File: src/include/dtb_pkg.sv
// Package of constants and carrier types for the debug trace and breakpoint registers.
package dtb_pkg;
  // ==========================================================================
  // Register map (byte offsets inside the debug register window)
  // ==========================================================================
  localparam logic [3:0] OFF_COMP_A_HIGH = 4'h0;
  localparam logic [3:0] OFF_COMP_A_LOW = 4'h1;
  localparam logic [3:0] OFF_COMP_B_HIGH = 4'h2;
  localparam logic [3:0] OFF_COMP_B_LOW = 4'h3;
  localparam logic [3:0] OFF_FIFO_HIGH = 4'h4;
  localparam logic [3:0] OFF_FIFO_LOW = 4'h5;
  localparam logic [3:0] OFF_CONTROL = 4'h6;
  localparam logic [3:0] OFF_TRIGGER = 4'h7;
  localparam logic [3:0] OFF_STATUS = 4'h8;
  localparam logic [3:0] OFF_FORCE_RESET = 4'h9;
  // ==========================================================================
  // Field positions
  // ==========================================================================
  localparam int CTL_MODULE_ENABLE = 7;
  localparam int CTL_ARM = 6;
  localparam int CTL_TAG = 5;
  localparam int CTL_BREAK_ENABLE = 4;
  localparam int CTL_COMP_A_DIR = 3;
  localparam int CTL_COMP_A_DIR_EN = 2;
  localparam int CTL_COMP_B_DIR = 1;
  localparam int CTL_COMP_B_DIR_EN = 0;
  localparam int TRG_QUALIFY_SELECT = 7;
  localparam int TRG_BEGIN = 6;
  localparam int FORCE_RESET_BIT = 0;
  // ==========================================================================
  // Reset values, sizes and trigger modes
  // ==========================================================================
  localparam logic [7:0] RESET_BYTE = 8'h00;
  localparam int FIFO_DEPTH = 8;
  localparam logic [3:0] FIFO_FULL_COUNT = 4'h8;
  localparam logic [3:0] MODE_A_ONLY = 4'h0;
  localparam logic [3:0] MODE_A_OR_B = 4'h1;
  localparam logic [3:0] MODE_A_THEN_B = 4'h2;
  localparam logic [3:0] MODE_EVENT_B = 4'h3;
  localparam logic [3:0] MODE_A_THEN_EVENT_B = 4'h4;
  localparam logic [3:0] MODE_A_AND_B_DATA = 4'h5;
  localparam logic [3:0] MODE_A_NOT_B_DATA = 4'h6;
  localparam logic [3:0] MODE_INSIDE = 4'h7;
  localparam logic [3:0] MODE_OUTSIDE = 4'h8;

  // Register access strobe from the CPU or the serial background port.
  typedef struct packed {
    logic rd;
    logic wr;
    logic from_background;
    logic [3:0] addr;
    logic [7:0] wdata;
  } dtb_access_s;

  // One CPU bus cycle as seen by the comparators.
  typedef struct packed {
    logic valid;
    logic read;
    logic opcode_fetch;
    logic [15:0] addr;
    logic [7:0] data;
  } dtb_bus_s;
endpackage

File: src/hdl/dtb_comparator.sv
// Address comparator with optional read/write qualification.
`timescale 1ns/1ps
`default_nettype none
module dtb_comparator (
  input wire logic [7:0] high_byte,
  input wire logic [7:0] low_byte,
  input wire logic dir_enable,
  input wire logic dir_read,
  input wire dtb_pkg::dtb_bus_s bus,
  output logic match,
  output logic below,
  output logic above
);
  logic [15:0] ref_addr;
  logic dir_ok;
  assign ref_addr = {high_byte, low_byte};
  // A set direction enable bit means only cycles whose read flag equals dir_read qualify.
  assign dir_ok = !dir_enable || (bus.read == dir_read);
  assign match = bus.valid && dir_ok && (bus.addr == ref_addr);
  assign below = bus.valid && dir_ok && (bus.addr < ref_addr);
  assign above = bus.valid && dir_ok && (bus.addr > ref_addr);
endmodule
`default_nettype wire

File: src/hdl/dtb_debug_regs.sv
// Debug module registers: comparators, trace FIFO, control and force reset.
//
// Functional notes
// - Force reset writable only from background commands.
// - Force reset register always reads zero.
// - Background write of bit 0 resets chip.
// - Comparator bytes reset zero, locked while armed.
// - FIFO high port read-only, zero in event modes.
// - FIFO high read does not advance.
// - FIFO low read advances; writes ignored.
// - Event modes store one byte per entry.
// - Low reads do not advance while armed.
// - Unarmed low read stores last opcode address.
// - Eight word FIFO; ninth read returns first.
// - Control register always readable and writable.
// - Module enable refused while chip secure.
// - Arm sets flag; run end or clear stops.
// - Bit 5 picks tag or force break.
// - Break enable raises CPU break requests.
// - Qualify select delays hits until the matched opcode executes.
// - Comparator A direction qualification.
// - Comparator B direction qualification.
// - Ten register bytes in normal memory.
// - Run ends on full or end trigger.
// - Modes 0011 and 0100 are event only.
`timescale 1ns/1ps
`default_nettype none
module dtb_debug_regs (
  input wire logic mclk,
  input wire logic reset,
  input wire logic secure,
  input wire dtb_pkg::dtb_access_s acc,
  input wire dtb_pkg::dtb_bus_s bus,
  input wire logic opcode_executed,
  output logic [7:0] rdata,
  output logic break_request,
  output logic break_is_tag,
  output logic force_mcu_reset,
  output logic run_active_flag
);
  // ==========================================================================
  // State
  // ==========================================================================
  typedef enum logic [1:0] {
    RUN_IDLE = 2'b00,
    RUN_WAIT_A = 2'b01,
    RUN_CAPTURE = 2'b11
  } dtb_run_e;

  typedef struct packed {
    logic [7:0] comp_a_high;
    logic [7:0] comp_a_low;
    logic [7:0] comp_b_high;
    logic [7:0] comp_b_low;
    logic [7:0] control;
    logic [7:0] trigger;
    logic flag_a;
    logic flag_b;
    logic [3:0] count;
    logic [2:0] rd_ptr;
    logic [2:0] wr_ptr;
    logic [dtb_pkg::FIFO_DEPTH-1:0][15:0] fifo;
    dtb_run_e run;
    logic [15:0] last_opcode;
    logic [7:0] rdata;
    logic brk;
    logic brk_tag;
    logic force_rst;
    logic run_flag;
  } dtb_state_s;

  dtb_state_s st_q;
  dtb_state_s st_d;

  // ==========================================================================
  // Comparators and trigger qualification
  // ==========================================================================
  logic raw_a, raw_b, lo_a, hi_b;
  logic trk_a, trk_b, hit_a, hit_b;

  dtb_comparator u_comp_a (
    .high_byte(st_q.comp_a_high),
    .low_byte(st_q.comp_a_low),
    .dir_enable(st_q.control[dtb_pkg::CTL_COMP_A_DIR_EN]),
    .dir_read(st_q.control[dtb_pkg::CTL_COMP_A_DIR]),
    .bus(bus),
    .match(raw_a),
    .below(lo_a),
    .above()
  );
  dtb_comparator u_comp_b (
    .high_byte(st_q.comp_b_high),
    .low_byte(st_q.comp_b_low),
    .dir_enable(st_q.control[dtb_pkg::CTL_COMP_B_DIR_EN]),
    .dir_read(st_q.control[dtb_pkg::CTL_COMP_B_DIR]),
    .bus(bus),
    .match(raw_b),
    .below(),
    .above(hi_b)
  );
  dtb_opcode_track u_track_a (
    .mclk(mclk),
    .reset(reset),
    .match_in(raw_a),
    .fetch(bus.opcode_fetch),
    .executed(opcode_executed),
    .hit(trk_a)
  );
  dtb_opcode_track u_track_b (
    .mclk(mclk),
    .reset(reset),
    .match_in(raw_b),
    .fetch(bus.opcode_fetch),
    .executed(opcode_executed),
    .hit(trk_b)
  );

  logic tag_sel, enabled, armed, event_mode, begin_trace, in_range, trig;
  logic [3:0] mode;
  assign tag_sel = st_q.trigger[dtb_pkg::TRG_QUALIFY_SELECT];
  assign hit_a = tag_sel ? trk_a : raw_a;
  assign hit_b = tag_sel ? trk_b : raw_b;
  assign enabled = st_q.control[dtb_pkg::CTL_MODULE_ENABLE];
  assign armed = st_q.control[dtb_pkg::CTL_ARM];
  assign mode = st_q.trigger[3:0];
  assign event_mode = (mode == dtb_pkg::MODE_EVENT_B) ||
                      (mode == dtb_pkg::MODE_A_THEN_EVENT_B);
  // Event-only runs are always begin traces.
  assign begin_trace = st_q.trigger[dtb_pkg::TRG_BEGIN] || event_mode;
  assign in_range = bus.valid && !lo_a && !hi_b;

  // Trigger for the current cycle, given the run state.
  always_comb begin
    unique case (mode)
      dtb_pkg::MODE_A_ONLY: trig = hit_a;
      dtb_pkg::MODE_A_OR_B: trig = hit_a || hit_b;
      dtb_pkg::MODE_A_THEN_B,
      dtb_pkg::MODE_A_THEN_EVENT_B: trig = (st_q.run == RUN_CAPTURE) ? hit_b : hit_a;
      dtb_pkg::MODE_EVENT_B: trig = hit_b;
      dtb_pkg::MODE_A_AND_B_DATA: trig = hit_a && (bus.data == st_q.comp_b_low);
      dtb_pkg::MODE_A_NOT_B_DATA: trig = hit_a && (bus.data != st_q.comp_b_low);
      dtb_pkg::MODE_INSIDE: trig = in_range;
      dtb_pkg::MODE_OUTSIDE: trig = bus.valid && (lo_a || hi_b);
      default: trig = 1'b0;
    endcase
  end

  // ==========================================================================
  // Register access and run control
  // ==========================================================================
  logic wr_user, rd_low, store, run_end;
  logic [15:0] store_word;
  logic [7:0] wctl;

  always_comb begin
    st_d = st_q;
    wr_user = acc.wr;
    rd_low = acc.rd && (acc.addr == dtb_pkg::OFF_FIFO_LOW);
    store = 1'b0;
    run_end = 1'b0;
    store_word = bus.addr;
    wctl = acc.wdata;
    st_d.brk = 1'b0;
    st_d.force_rst = 1'b0;
    if (bus.valid && bus.opcode_fetch) begin
      st_d.last_opcode = bus.addr;
    end

    // Capture side of an armed run.
    if (enabled && armed) begin
      if (raw_a) begin
        st_d.flag_a = 1'b1;
      end
      if (raw_b) begin
        st_d.flag_b = 1'b1;
      end
      if (event_mode) begin
        if (st_q.run == RUN_WAIT_A && mode == dtb_pkg::MODE_A_THEN_EVENT_B && hit_a) begin
          st_d.run = RUN_CAPTURE;
        end else if (st_q.run == RUN_CAPTURE && hit_b) begin
          store = 1'b1;
          store_word = {8'h00, bus.data};
        end
      end else if (begin_trace) begin
        if (st_q.run == RUN_WAIT_A && trig && mode != dtb_pkg::MODE_A_THEN_B) begin
          st_d.run = RUN_CAPTURE;
        end else if (st_q.run == RUN_WAIT_A && mode == dtb_pkg::MODE_A_THEN_B && hit_a) begin
          st_d.run = RUN_CAPTURE;
        end
        if (st_q.run == RUN_CAPTURE && bus.valid && bus.opcode_fetch) begin
          store = 1'b1;
        end
      end else begin
        // End trace: store fetches circularly until the trigger arrives.
        if (bus.valid && bus.opcode_fetch) begin
          store = 1'b1;
        end
        if (mode == dtb_pkg::MODE_A_THEN_B && st_q.run == RUN_WAIT_A && hit_a) begin
          st_d.run = RUN_CAPTURE;
        end else if (trig && (mode != dtb_pkg::MODE_A_THEN_B || st_q.run == RUN_CAPTURE)) begin
          run_end = 1'b1;
          st_d.brk = st_q.control[dtb_pkg::CTL_BREAK_ENABLE];
        end
      end
      if (store) begin
        st_d.fifo[st_q.wr_ptr] = store_word;
        st_d.wr_ptr = st_q.wr_ptr + 3'h1;
        if (st_q.count != dtb_pkg::FIFO_FULL_COUNT) begin
          st_d.count = st_q.count + 4'h1;
        end
        if (begin_trace && st_q.count == dtb_pkg::FIFO_FULL_COUNT - 4'h1) begin
          run_end = 1'b1;
          st_d.brk = st_q.control[dtb_pkg::CTL_BREAK_ENABLE];
        end
      end
      if (run_end) begin
        st_d.control[dtb_pkg::CTL_ARM] = 1'b0;
        st_d.run = RUN_IDLE;
        st_d.rd_ptr = st_d.wr_ptr - st_d.count[2:0];
      end
    end
    st_d.brk_tag = st_q.control[dtb_pkg::CTL_TAG];

    // Low-byte read: held while armed, profiling sample while not.
    if (rd_low && !armed) begin
      // The slot just read becomes the tail once the pointer moves on.
      st_d.fifo[st_q.rd_ptr] = st_q.last_opcode;
      st_d.rd_ptr = st_q.rd_ptr + 3'h1;
      st_d.wr_ptr = st_q.rd_ptr + 3'h1;
    end

    if (wr_user) begin
      unique case (acc.addr)
        dtb_pkg::OFF_COMP_A_HIGH: if (!armed) st_d.comp_a_high = acc.wdata;
        dtb_pkg::OFF_COMP_A_LOW: if (!armed) st_d.comp_a_low = acc.wdata;
        dtb_pkg::OFF_COMP_B_HIGH: if (!armed) st_d.comp_b_high = acc.wdata;
        dtb_pkg::OFF_COMP_B_LOW: if (!armed) st_d.comp_b_low = acc.wdata;
        dtb_pkg::OFF_TRIGGER: if (!armed) st_d.trigger = acc.wdata & 8'hcf;
        dtb_pkg::OFF_CONTROL: begin
          if (secure) begin
            wctl[dtb_pkg::CTL_MODULE_ENABLE] = 1'b0;
          end
          if (!wctl[dtb_pkg::CTL_MODULE_ENABLE]) begin
            wctl[dtb_pkg::CTL_ARM] = 1'b0;
          end
          if (wctl[dtb_pkg::CTL_ARM] && !armed) begin
            // A new run clears the flags, the count and the pointers.
            st_d.flag_a = 1'b0;
            st_d.flag_b = 1'b0;
            st_d.count = 4'h0;
            st_d.wr_ptr = 3'h0;
            st_d.rd_ptr = 3'h0;
            st_d.run = RUN_WAIT_A;
            if (mode == dtb_pkg::MODE_EVENT_B) begin
              st_d.run = RUN_CAPTURE;
            end
          end
          if (!wctl[dtb_pkg::CTL_ARM]) begin
            st_d.run = RUN_IDLE;
          end
          st_d.control = wctl;
        end
        dtb_pkg::OFF_FORCE_RESET: begin
          // User writes are dropped; only the background port resets the chip.
          if (acc.from_background) begin
            st_d.force_rst = acc.wdata[dtb_pkg::FORCE_RESET_BIT];
          end
        end
        default: begin
        end
      endcase
    end

    st_d.run_flag = st_d.control[dtb_pkg::CTL_ARM] && st_d.control[dtb_pkg::CTL_MODULE_ENABLE];

    // Read data, registered so it leaves straight from a flip-flop.
    st_d.rdata = 8'h00;
    if (acc.rd) begin
      unique case (acc.addr)
        dtb_pkg::OFF_COMP_A_HIGH: st_d.rdata = st_q.comp_a_high;
        dtb_pkg::OFF_COMP_A_LOW: st_d.rdata = st_q.comp_a_low;
        dtb_pkg::OFF_COMP_B_HIGH: st_d.rdata = st_q.comp_b_high;
        dtb_pkg::OFF_COMP_B_LOW: st_d.rdata = st_q.comp_b_low;
        dtb_pkg::OFF_FIFO_HIGH: begin
          st_d.rdata = event_mode ? 8'h00 : st_q.fifo[st_q.rd_ptr][15:8];
        end
        dtb_pkg::OFF_FIFO_LOW: st_d.rdata = st_q.fifo[st_q.rd_ptr][7:0];
        dtb_pkg::OFF_CONTROL: st_d.rdata = st_q.control;
        dtb_pkg::OFF_TRIGGER: st_d.rdata = st_q.trigger;
        dtb_pkg::OFF_STATUS: st_d.rdata = {st_q.flag_a, st_q.flag_b, armed && enabled,
                                           1'b0, st_q.count};
        dtb_pkg::OFF_FORCE_RESET: st_d.rdata = 8'h00;
        default: st_d.rdata = 8'h00;
      endcase
    end
  end

  // ==========================================================================
  // Registers
  // ==========================================================================
  always_ff @(posedge mclk) begin
    if (reset) begin
      st_q <= '0;
      st_q.comp_a_high <= dtb_pkg::RESET_BYTE;
      st_q.control <= dtb_pkg::RESET_BYTE;
      st_q.run <= RUN_IDLE;
    end else begin
      st_q <= st_d;
    end
  end

  assign rdata = st_q.rdata;
  assign break_request = st_q.brk;
  assign break_is_tag = st_q.brk_tag;
  assign force_mcu_reset = st_q.force_rst;
  assign run_active_flag = st_q.run_flag;
endmodule
`default_nettype wire

File: src/hdl/dtb_opcode_track.sv
// Opcode tracking: passes a match on only when the matched opcode executes.
`timescale 1ns/1ps
`default_nettype none
module dtb_opcode_track (
  input wire logic mclk,
  input wire logic reset,
  input wire logic match_in,
  input wire logic fetch,
  input wire logic executed,
  output logic hit
);
  typedef struct packed {
    logic pending;
  } dtb_track_s;
  dtb_track_s st_q;
  dtb_track_s st_d;
  always_comb begin
    st_d = st_q;
    if (match_in && fetch) begin
      st_d.pending = 1'b1;
    end else if (executed) begin
      st_d.pending = 1'b0;
    end
  end
  assign hit = st_q.pending && executed;
  always_ff @(posedge mclk) begin
    if (reset) begin
      st_q <= '0;
    end else begin
      st_q <= st_d;
    end
  end
endmodule
`default_nettype wire

File: config.mk
export PLATFORM = sky130hd
export DESIGN_NAME = dtb_debug_regs
export DESIGN_NICKNAME = d
export VERILOG_FILES = /design/src/include/dtb_pkg.sv /design/src/hdl/dtb_comparator.sv /design/src/hdl/dtb_debug_regs.sv /design/src/hdl/dtb_opcode_track.sv
export SDC_FILE = /design/constraint.sdc
export NUM_CORES = 1
export LEC_CHECK = 0
export BUFFER_PORTS_ARGS = -buffer_cell sky130_fd_sc_hd__clkbuf_2
export CAP_MARGIN = 20
export CORE_MARGIN = 2
export CORE_UTILIZATION = 40
export DETAILED_ROUTE_END_ITERATION = 10
export SLEW_MARGIN = 20
export SYNTH_ARGS = -nofsm -noshare
export SYNTH_HDL_FRONTEND = slang
export SYNTH_SLANG_ARGS = --single-unit
File: constraint.sdc
create_clock -name mclk -period 2.91 [get_ports mclk]
set_input_delay 0.1455 -clock mclk [delete_from_list [all_inputs] [get_ports mclk]]
set_output_delay 0.1455 -clock mclk [all_outputs]
set_load 0.01 [all_outputs]
======== Word-level counts from Yosys, hierarchy flattened ========
Cells that the tools add are included.
word-level totals
  logic and storage cells ................. 209
  register bits after elaboration ......... 218
  memories kept ........................... 0
  bits in read-only memories .............. 0
  bits in writable memories ............... 0
  bits in latches ......................... 0
cells by class
  muxes and demuxes ....................... 76
  bitwise logic cells ..................... 6
  reduce and logical (&&, ||, !) cells .... 60
  $lt $le $gt $ge ......................... 6
  $mul .................................... 0
  div/mod/pow operators ................... 0
  add/sub/neg operators ................... 4
  equality and inequality tests ........... 28
  shifts and indexed selects .............. 0
operator list
  operator                                                               number
  131-bit 2-to-1 mux                                                     2
  128-bit bitwise mux                                                    2
  142-bit 2-to-1 mux                                                     1
  134-bit 2-to-1 mux                                                     1
  16-bit 2-to-1 mux                                                      7
  16-bit demux with 3-bit select                                         2
  8-bit case mux with 9 select lines                                     1
  16-bit binary-select mux with 3-bit select                             1
  4-bit by 3-bit equality test with 1-bit output, second input constant  9
  1-bit 2-to-1 mux                                                       36
  1-bit logical AND                                                      34
  16-bit equality test                                                   2
  8-bit 2-to-1 mux                                                       4
  28-bit 2-to-1 mux                                                      1
  12-bit 2-to-1 mux                                                      2
  2-bit 2-to-1 mux                                                       11
  4-bit by 2-bit equality test with 1-bit output, second input constant  4
  16-bit > comparator                                                    1
  16-bit < comparator                                                    1
  3-bit AND reduction                                                    5
  4-bit equality test, second input constant                             3
  4-bit 2-to-1 mux                                                       3
  4-bit by 1-bit equality test with 1-bit output, second input constant  2
  8-bit equality test                                                    1
  other kinds (21)                                                       44

======== Logic depth before layout (Yosys ltp) ========
  word-level depth ........................ 24
  gate-level depth with buffers ........... 14
  depth with buffers taken out ............ 14

======== Modules after synthesis ========
From an unflattened synthesis, not the netlist that was laid out.
unflattened totals
  cells, all modules ...................... 1455
  area, all modules ....................... 11933.9 sq um
modules (own cells, without submodules)
  module            times used  area each (sq um)  cells each  sequential area each (sq um)
  dtb_debug_regs    1           10968.0            1317        4324.1
  dtb_comparator    2           436.7              64          0.0
  dtb_opcode_track  2           46.3               5           20.0

======== Least setup slack after synthesis ========
OpenSTA, ideal clock, no wires.
  path type ............................... flip-flop to flip-flop
  from .................................... reg st_q[200] (netlist bit)
  to ...................................... reg st_q[163] (netlist bit)
  arrival ................................. 2972 ps
  clock period less this slack ............ 3042 ps
  setup slack ............................. -132 ps
  buffers on the path ..................... 0
  stages on the path, launching flop included .. 15
  path through ............................ dfxtp_1 -> inv_1 -> ha_1 -> nand4_1 -> nor4_1 -> a31o_2 -> a21oi_4 -> o21bai_1 -> xnor2_1 -> ha_1 -> fa_1 -> xnor2_1 -> xnor2_1 -> o22a_1 -> a21oi_1
on the way
  word-level cells in the longest chain between the ends .. 19
  elaborated cells on any way between the ends .. 36
  those cells by class .................... add/sub (1); order compare (1); eq/ne (1); mux (24); reduce/logical (9)
ends and longest elaborated chain
  what                                                         RTL line                                    text
  start: declaration                                           dtb_debug_regs.sv:72                        dtb_state_s st_q;
  start signal: assignment                                     dtb_debug_regs.sv:308                       st_q <= st_d;
  16-bit > comparator or 16-bit equality test (tied branches)  dtb_comparator.sv:21, dtb_comparator.sv:19
  1-bit logical AND (on tied branches)                         dtb_comparator.sv:21, dtb_comparator.sv:19
  1-bit logical OR (tied with other cells)                     dtb_debug_regs.sv:143                       dtb_pkg::MODE_OUTSIDE: trig = bus.valid && (lo_a || hi_b);
  1-bit logical AND (tied with other cells)                    dtb_debug_regs.sv:143
  1-bit case mux with 8 select lines                           dtb_debug_regs.sv:134                       unique case (mode)
  1-bit logical AND                                            dtb_debug_regs.sv:200                       end else if (trig && (mode != dtb_pkg::MODE_A_THEN_B || st_q.run == RUN_CAPTURE)) begin
  1-bit 2-to-1 mux                                             dtb_debug_regs.sv:200
  1-bit 2-to-1 mux                                             dtb_debug_regs.sv:198                       if (mode == dtb_pkg::MODE_A_THEN_B && st_q.run == RUN_WAIT_A && hit_a) begin
  [3 not listed]                                               n/a
  1-bit 2-to-1 mux                                             dtb_debug_regs.sv:205                       if (store) begin
  1-bit 2-to-1 mux                                             dtb_debug_regs.sv:170                       if (enabled && armed) begin
  3-bit 2-to-1 mux *                                           dtb_debug_regs.sv:216                       if (run_end) begin
  142-bit 2-to-1 mux *                                         dtb_debug_regs.sv:170
  134-bit 2-to-1 mux *                                         dtb_debug_regs.sv:225                       if (rd_low && !armed) begin
  12-bit 2-to-1 mux                                            dtb_debug_regs.sv:246                       if (wctl[dtb_pkg::CTL_ARM] && !armed) begin
  12-bit 2-to-1 mux                                            dtb_debug_regs.sv:233                       unique case (acc.addr)
  28-bit 2-to-1 mux *                                          dtb_debug_regs.sv:232                       if (wr_user) begin
Mark *: on every way between the ends. The rest lies on a longest branch, timed or not. The select of a mux whose other input is x is not followed.
A chain may end at the register's enable or synchronous reset.

======== Final worst setup path ========
  from .................................... reg st_q[199] (netlist bit)
  to ...................................... reg st_q[90] (netlist bit)
on the way
  word-level cells in the longest chain between the ends .. 14
  elaborated cells on any way between the ends .. 18
  those cells by class .................... eq/ne (1); mux (15); reduce/logical (2)
ends and longest elaborated chain
  what                    RTL line               text
  16-bit equality test *  dtb_comparator.sv:19   assign match = bus.valid && dir_ok && (bus.addr == ref_addr);
  1-bit logical AND *     dtb_comparator.sv:19
  1-bit 2-to-1 mux *      dtb_debug_regs.sv:122  assign hit_b = tag_sel ? trk_b : raw_b;
  1-bit logical AND *     dtb_debug_regs.sv:180  end else if (st_q.run == RUN_CAPTURE && hit_b) begin
  16-bit 2-to-1 mux       dtb_debug_regs.sv:180
  16-bit 2-to-1 mux       dtb_debug_regs.sv:178  if (st_q.run == RUN_WAIT_A && mode == dtb_pkg::MODE_A_THEN_EVENT_B && hit_a) begin
  16-bit 2-to-1 mux       dtb_debug_regs.sv:177  if (event_mode) begin
  16-bit 2-to-1 mux       dtb_debug_regs.sv:170
  128-bit bitwise mux     dtb_debug_regs.sv:206  st_d.fifo[st_q.wr_ptr] = store_word;
  131-bit 2-to-1 mux *    dtb_debug_regs.sv:205
  131-bit 2-to-1 mux *    dtb_debug_regs.sv:170
  142-bit 2-to-1 mux *    dtb_debug_regs.sv:170
  128-bit bitwise mux     dtb_debug_regs.sv:227  st_d.fifo[st_q.rd_ptr] = st_q.last_opcode;
  134-bit 2-to-1 mux *    dtb_debug_regs.sv:225
Marks and branches as above.

==> summary.md <==
| Metric | Value |
|---|---|
| Pin count of the biggest net entering global routing | `112` |
| Synth async-reset ratio | `0%` |
| Number of buffers created by CTS | `26` |
| Flops & latches, synth | `218` |
| Mapped Cells | `1431` |
| Initial core utilization | `40.9%` |
| Total grt overflow | `0` |
| Root Buffer | `clkbuf_16` |
| Pint | `0.00531 W` |
| DR DRC count | `0` |
| Nets | `1643` |
| Sequential cell area fraction in the yosys report | `35.7%` |
| Final period util | `109%` |
| Max Clock Freq | `315 MHz` |
| Worst EP required | `3.31 ns` |
| Io pins | `58` |
| Psw | `0.00173 W` |
| Clock transition at the registers of the reported paths | `0.06 ns` |
| Switching share of total power | `24.5%` |
| Crit path capture type | `flip-flop` |
| RSZ-0062 raised after global routing | `true` |
| GPL Wtd Cong | `0.930` |
| CP startpoint | `st_q[199]$_SDFFE_PP0P_` |
| Area grow syn2layout | `27.4%` |
| H-tree depth | `1` |
| Filler Cell Count | `2688` |
| Post-DP HPWL | `28000 um` |
| GRT Overall Usage | `26.0%` |
| DRT Pass-1 Iters | `6` |
| Max-slew headroom | `29.7%` |
| Pre-CTS setup slack | `-0.164 ns` |
| EDFF count, synth | `0` |
| Failing checks | `negative setup slack` |
| Layout cell share with drive strength beyond 1 | `26.6%` |
| MaxCap Viol Count | `0` |
| Outcome | `finished with violations` |
| Peak supply drop | `0.420 mV` |
| Hold_sp | `bus[11]` |
| # rows | `63` |
| Die W | `179 um` |
| Worst hold path type | `primary input to flip-flop` |
| Post-synthesis area per instance | `8.54 um^2` |
| CTS Buffer Depth | `3` |
| Synthesis warning total | `0` |
| Footprint of the multi-input gates | `0.00761 mm^2` |
| Total area of sequential cells | `0.00438 mm^2` |
| Max-slew violations | `0` |
| Main synth FF type | `dfxtp_1` |
| Die Ht | `179 um` |
| Seq pwr share | `43.4%` |
| Worst-Skew Late Latency | `0.54 ns` |
| Mapped Nets | `1515` |
| Worst slew pin tran | `1.06 ns` |
| WHS | `0.0213 ns` |
| Routed wire per std cell | `22.7 um` |
| Die ar. | `0.0320 mm^2` |
| First-pass GRT wire length | `64100 um` |
| CTS tree | `built` |
| P_leak | `5.82 nW` |
| Drt via density | `5.94` |
| Routed Antenna Nets | `0` |
| Ant. Diodes | `0` |
| Power per cell area | `452 mW/mm^2` |
| Endpoints failing hold | `0` |
| Iter 0 DRT Violations | `1309` |
| Initial antenna violation count | `0` |
| Reg-to-reg startpoint | `st_q[199]$_SDFFE_PP0P_` |
| Clock Power Share | `49.0%` |
| Crit path kind | `flip-flop to flip-flop` |
| Input/output buffers | `57` |
| Endpoints failing setup | `116` |
| TritonCTS Sinks | `218` |
| Post-synthesis cell type count | `70` |
| Drt total wl | `44700 um` |
| Clock Skew | `0.0115 ns` |
| Area of the mapped netlist | `0.0122 mm^2` |
| CP startpoint kind | `flip-flop` |
| Combinational power share | `7.7%` |
| Final Critical Period | `3.17 ns` |
| DR vias | `11700` |
| Arr. time, crit path | `3.57 ns` |
| CP max FO | `7` |
| Core footprint | `0.0299 mm^2` |
| Final worst slack | `-0.262 ns` |
| Vias in the first global route | `10900` |
-- power groups by stage --
stage / Clock, W / Combinational, W / Sequential (W)
2_1_floorplan: 0 / 0.000287 / 0.00308
3_3_place_gp: 0 / 0.000466 / 0.00312
3_5_place_dp: 0 / 0.000473 / 0.00312
4_1_cts: 0.00349 / 0.000496 / 0.00305
5_1_grt: 0.00360 / 0.000582 / 0.00305
6_report: 0.00345 / 0.000541 / 0.00305
-- cells in the mapped netlist, drive strengths merged, types with 2 or more instances --
library cell,instances,area [um^2]
a2111oi,3,33.8
a211oi,65,488
a21o,2,15.0
a21oi,124,643
a221oi,2,17.5
a22oi,20,150
a311oi,10,87.6
a31oi,6,37.5
and2,14,87.6
and3,4,26.3
and3b,2,17.5
buf,56,310
clkbuf,75,282
dfxtp,218,4360
ha,37,463
inv,45,169
mux2,17,191
mux2i,105,1050
mux4,33,743
nand2,230,863
nand2b,6,45.0
nand3,13,65.1
nand3b,6,45.0
nand4,14,87.6
nand4b,2,17.5
nor2,138,521
nor2b,15,93.8
nor3,13,92.6
nor3b,2,15.0
nor4,11,129
o211ai,67,503
o21a,2,15.0
o21ai,23,115
o221ai,2,17.5
o22ai,5,31.3
o31a,3,26.3
or2,2,12.5
or3,3,18.8
xnor2,15,131
xor2,5,43.8
-- layout by cell type (no fill, tap or decap), types with 37 or more instances in the layout --
master | Yosys | final
buf_4 | 9 | 117
nand2_1 | 230 | 198
clkbuf_2 | 0 | 56
clkbuf_16 | 0 | 37
inv_1 | 45 | 38
a211oi_1 | 65 | 57
mux2i_1 | 105 | 97
o211ai_1 | 67 | 67
dfxtp_1 | 218 | 206
a21oi_1 | 122 | 117
nor2_1 | 137 | 136
-- critical path: stages, from the launching register on --
cell       delay (ns)
dfxtp_2          0.33
inv_2            0.05
ha_4             0.26
nand4_1          0.19
nor4_2           0.38
buf_4            0.20
a31o_4           0.16
a21oi_4          0.05
buf_6            0.15
nand2b_4         0.20
buf_6            0.16
nor3_4           0.25
buf_6            0.17
clkbuf_16        0.18
mux2i_1          0.20
a211oi_1         0.09
-- per-stage QoR --
stage	instances	util [%]	power [W]	area [um^2]	TNS [ns]
2_1_floorplan	1431	-	0.00337	12300	0
3_3_place_gp	1861	44.9	0.00358	13400	-0.196
3_5_place_dp	1861	44.9	0.00359	13400	-0.798
4_1_cts	1926	48.8	0.00703	14600	-0.197
5_1_grt	1967	52.1	0.00723	15600	-24.06
6_report	1967	52.1	0.00704	15600	-13.48
-- layer usage --
metal	GRT usage, %	share of wire, %
met1	34.8	42
met2	43.3	47
met3	3.46	6.8
met4	8.57	4.2
met5	0	0
-- worst paths after layout --
path	end	slack [ns]	cells past startpoint
worst min-delay path	st_q[15]$_SDFFE_PP0P_	0.02	4
worst max register to register	st_q[90]$_SDFF_PP0_	-0.26	15
worst max-delay path	st_q[90]$_SDFF_PP0_	-0.26	15
worst min register to register	st_q[152]$_SDFF_PP0_	0.49	2
-- cell families (layout without fill, tap and decap cells) --
group | after synthesis | count (layout) | synth area share (%)
simple gates | 478 | 478 | 17.7
compound gates | 346 | 346 | 18.7
flops | 218 | 218 | 35.7
buf+inv | 176 | 322 | 6.22
mux | 155 | 155 | 16.2
fa+ha+maj | 38 | 38 | 3.95
xor+xnor | 20 | 20 | 1.43
-- registers in the layout, summed over array words and instances, names as in the netlist --
name             flops
armed                1
enabled              1
run_active_flag      1
u_track_a.st_q       1
break_is_tag         1
st_d                 1
u_track_b.st_q       1
mode                 4
st_q               197
force_mcu_reset      1
rdata                8
break_request        1
-- layout make-up --
class / count / area share (%)
inverters: 45 / 1.09
well taps: 390 / 3.13
clock buffers: 38 / 4.99
repair buffers: 231 / 13.0
clock inverters: 8 / 0.756
multi-input cells: 1037 / 48.9
flip-flops and latches: 218 / 28.1
-- timing repair --
action / in CTS / in global routing
hold buffers: 16 / 0
setup endpoints to repair: 45 / 111
buffers inserted: 3 / 26
resized for setup: 15 / 128
pin swaps: 11 / 117
gates cloned: 0 / 15
endpoints found under the hold margin: 42 / 0
Note: power is estimated with default switching activity, not from simulation.
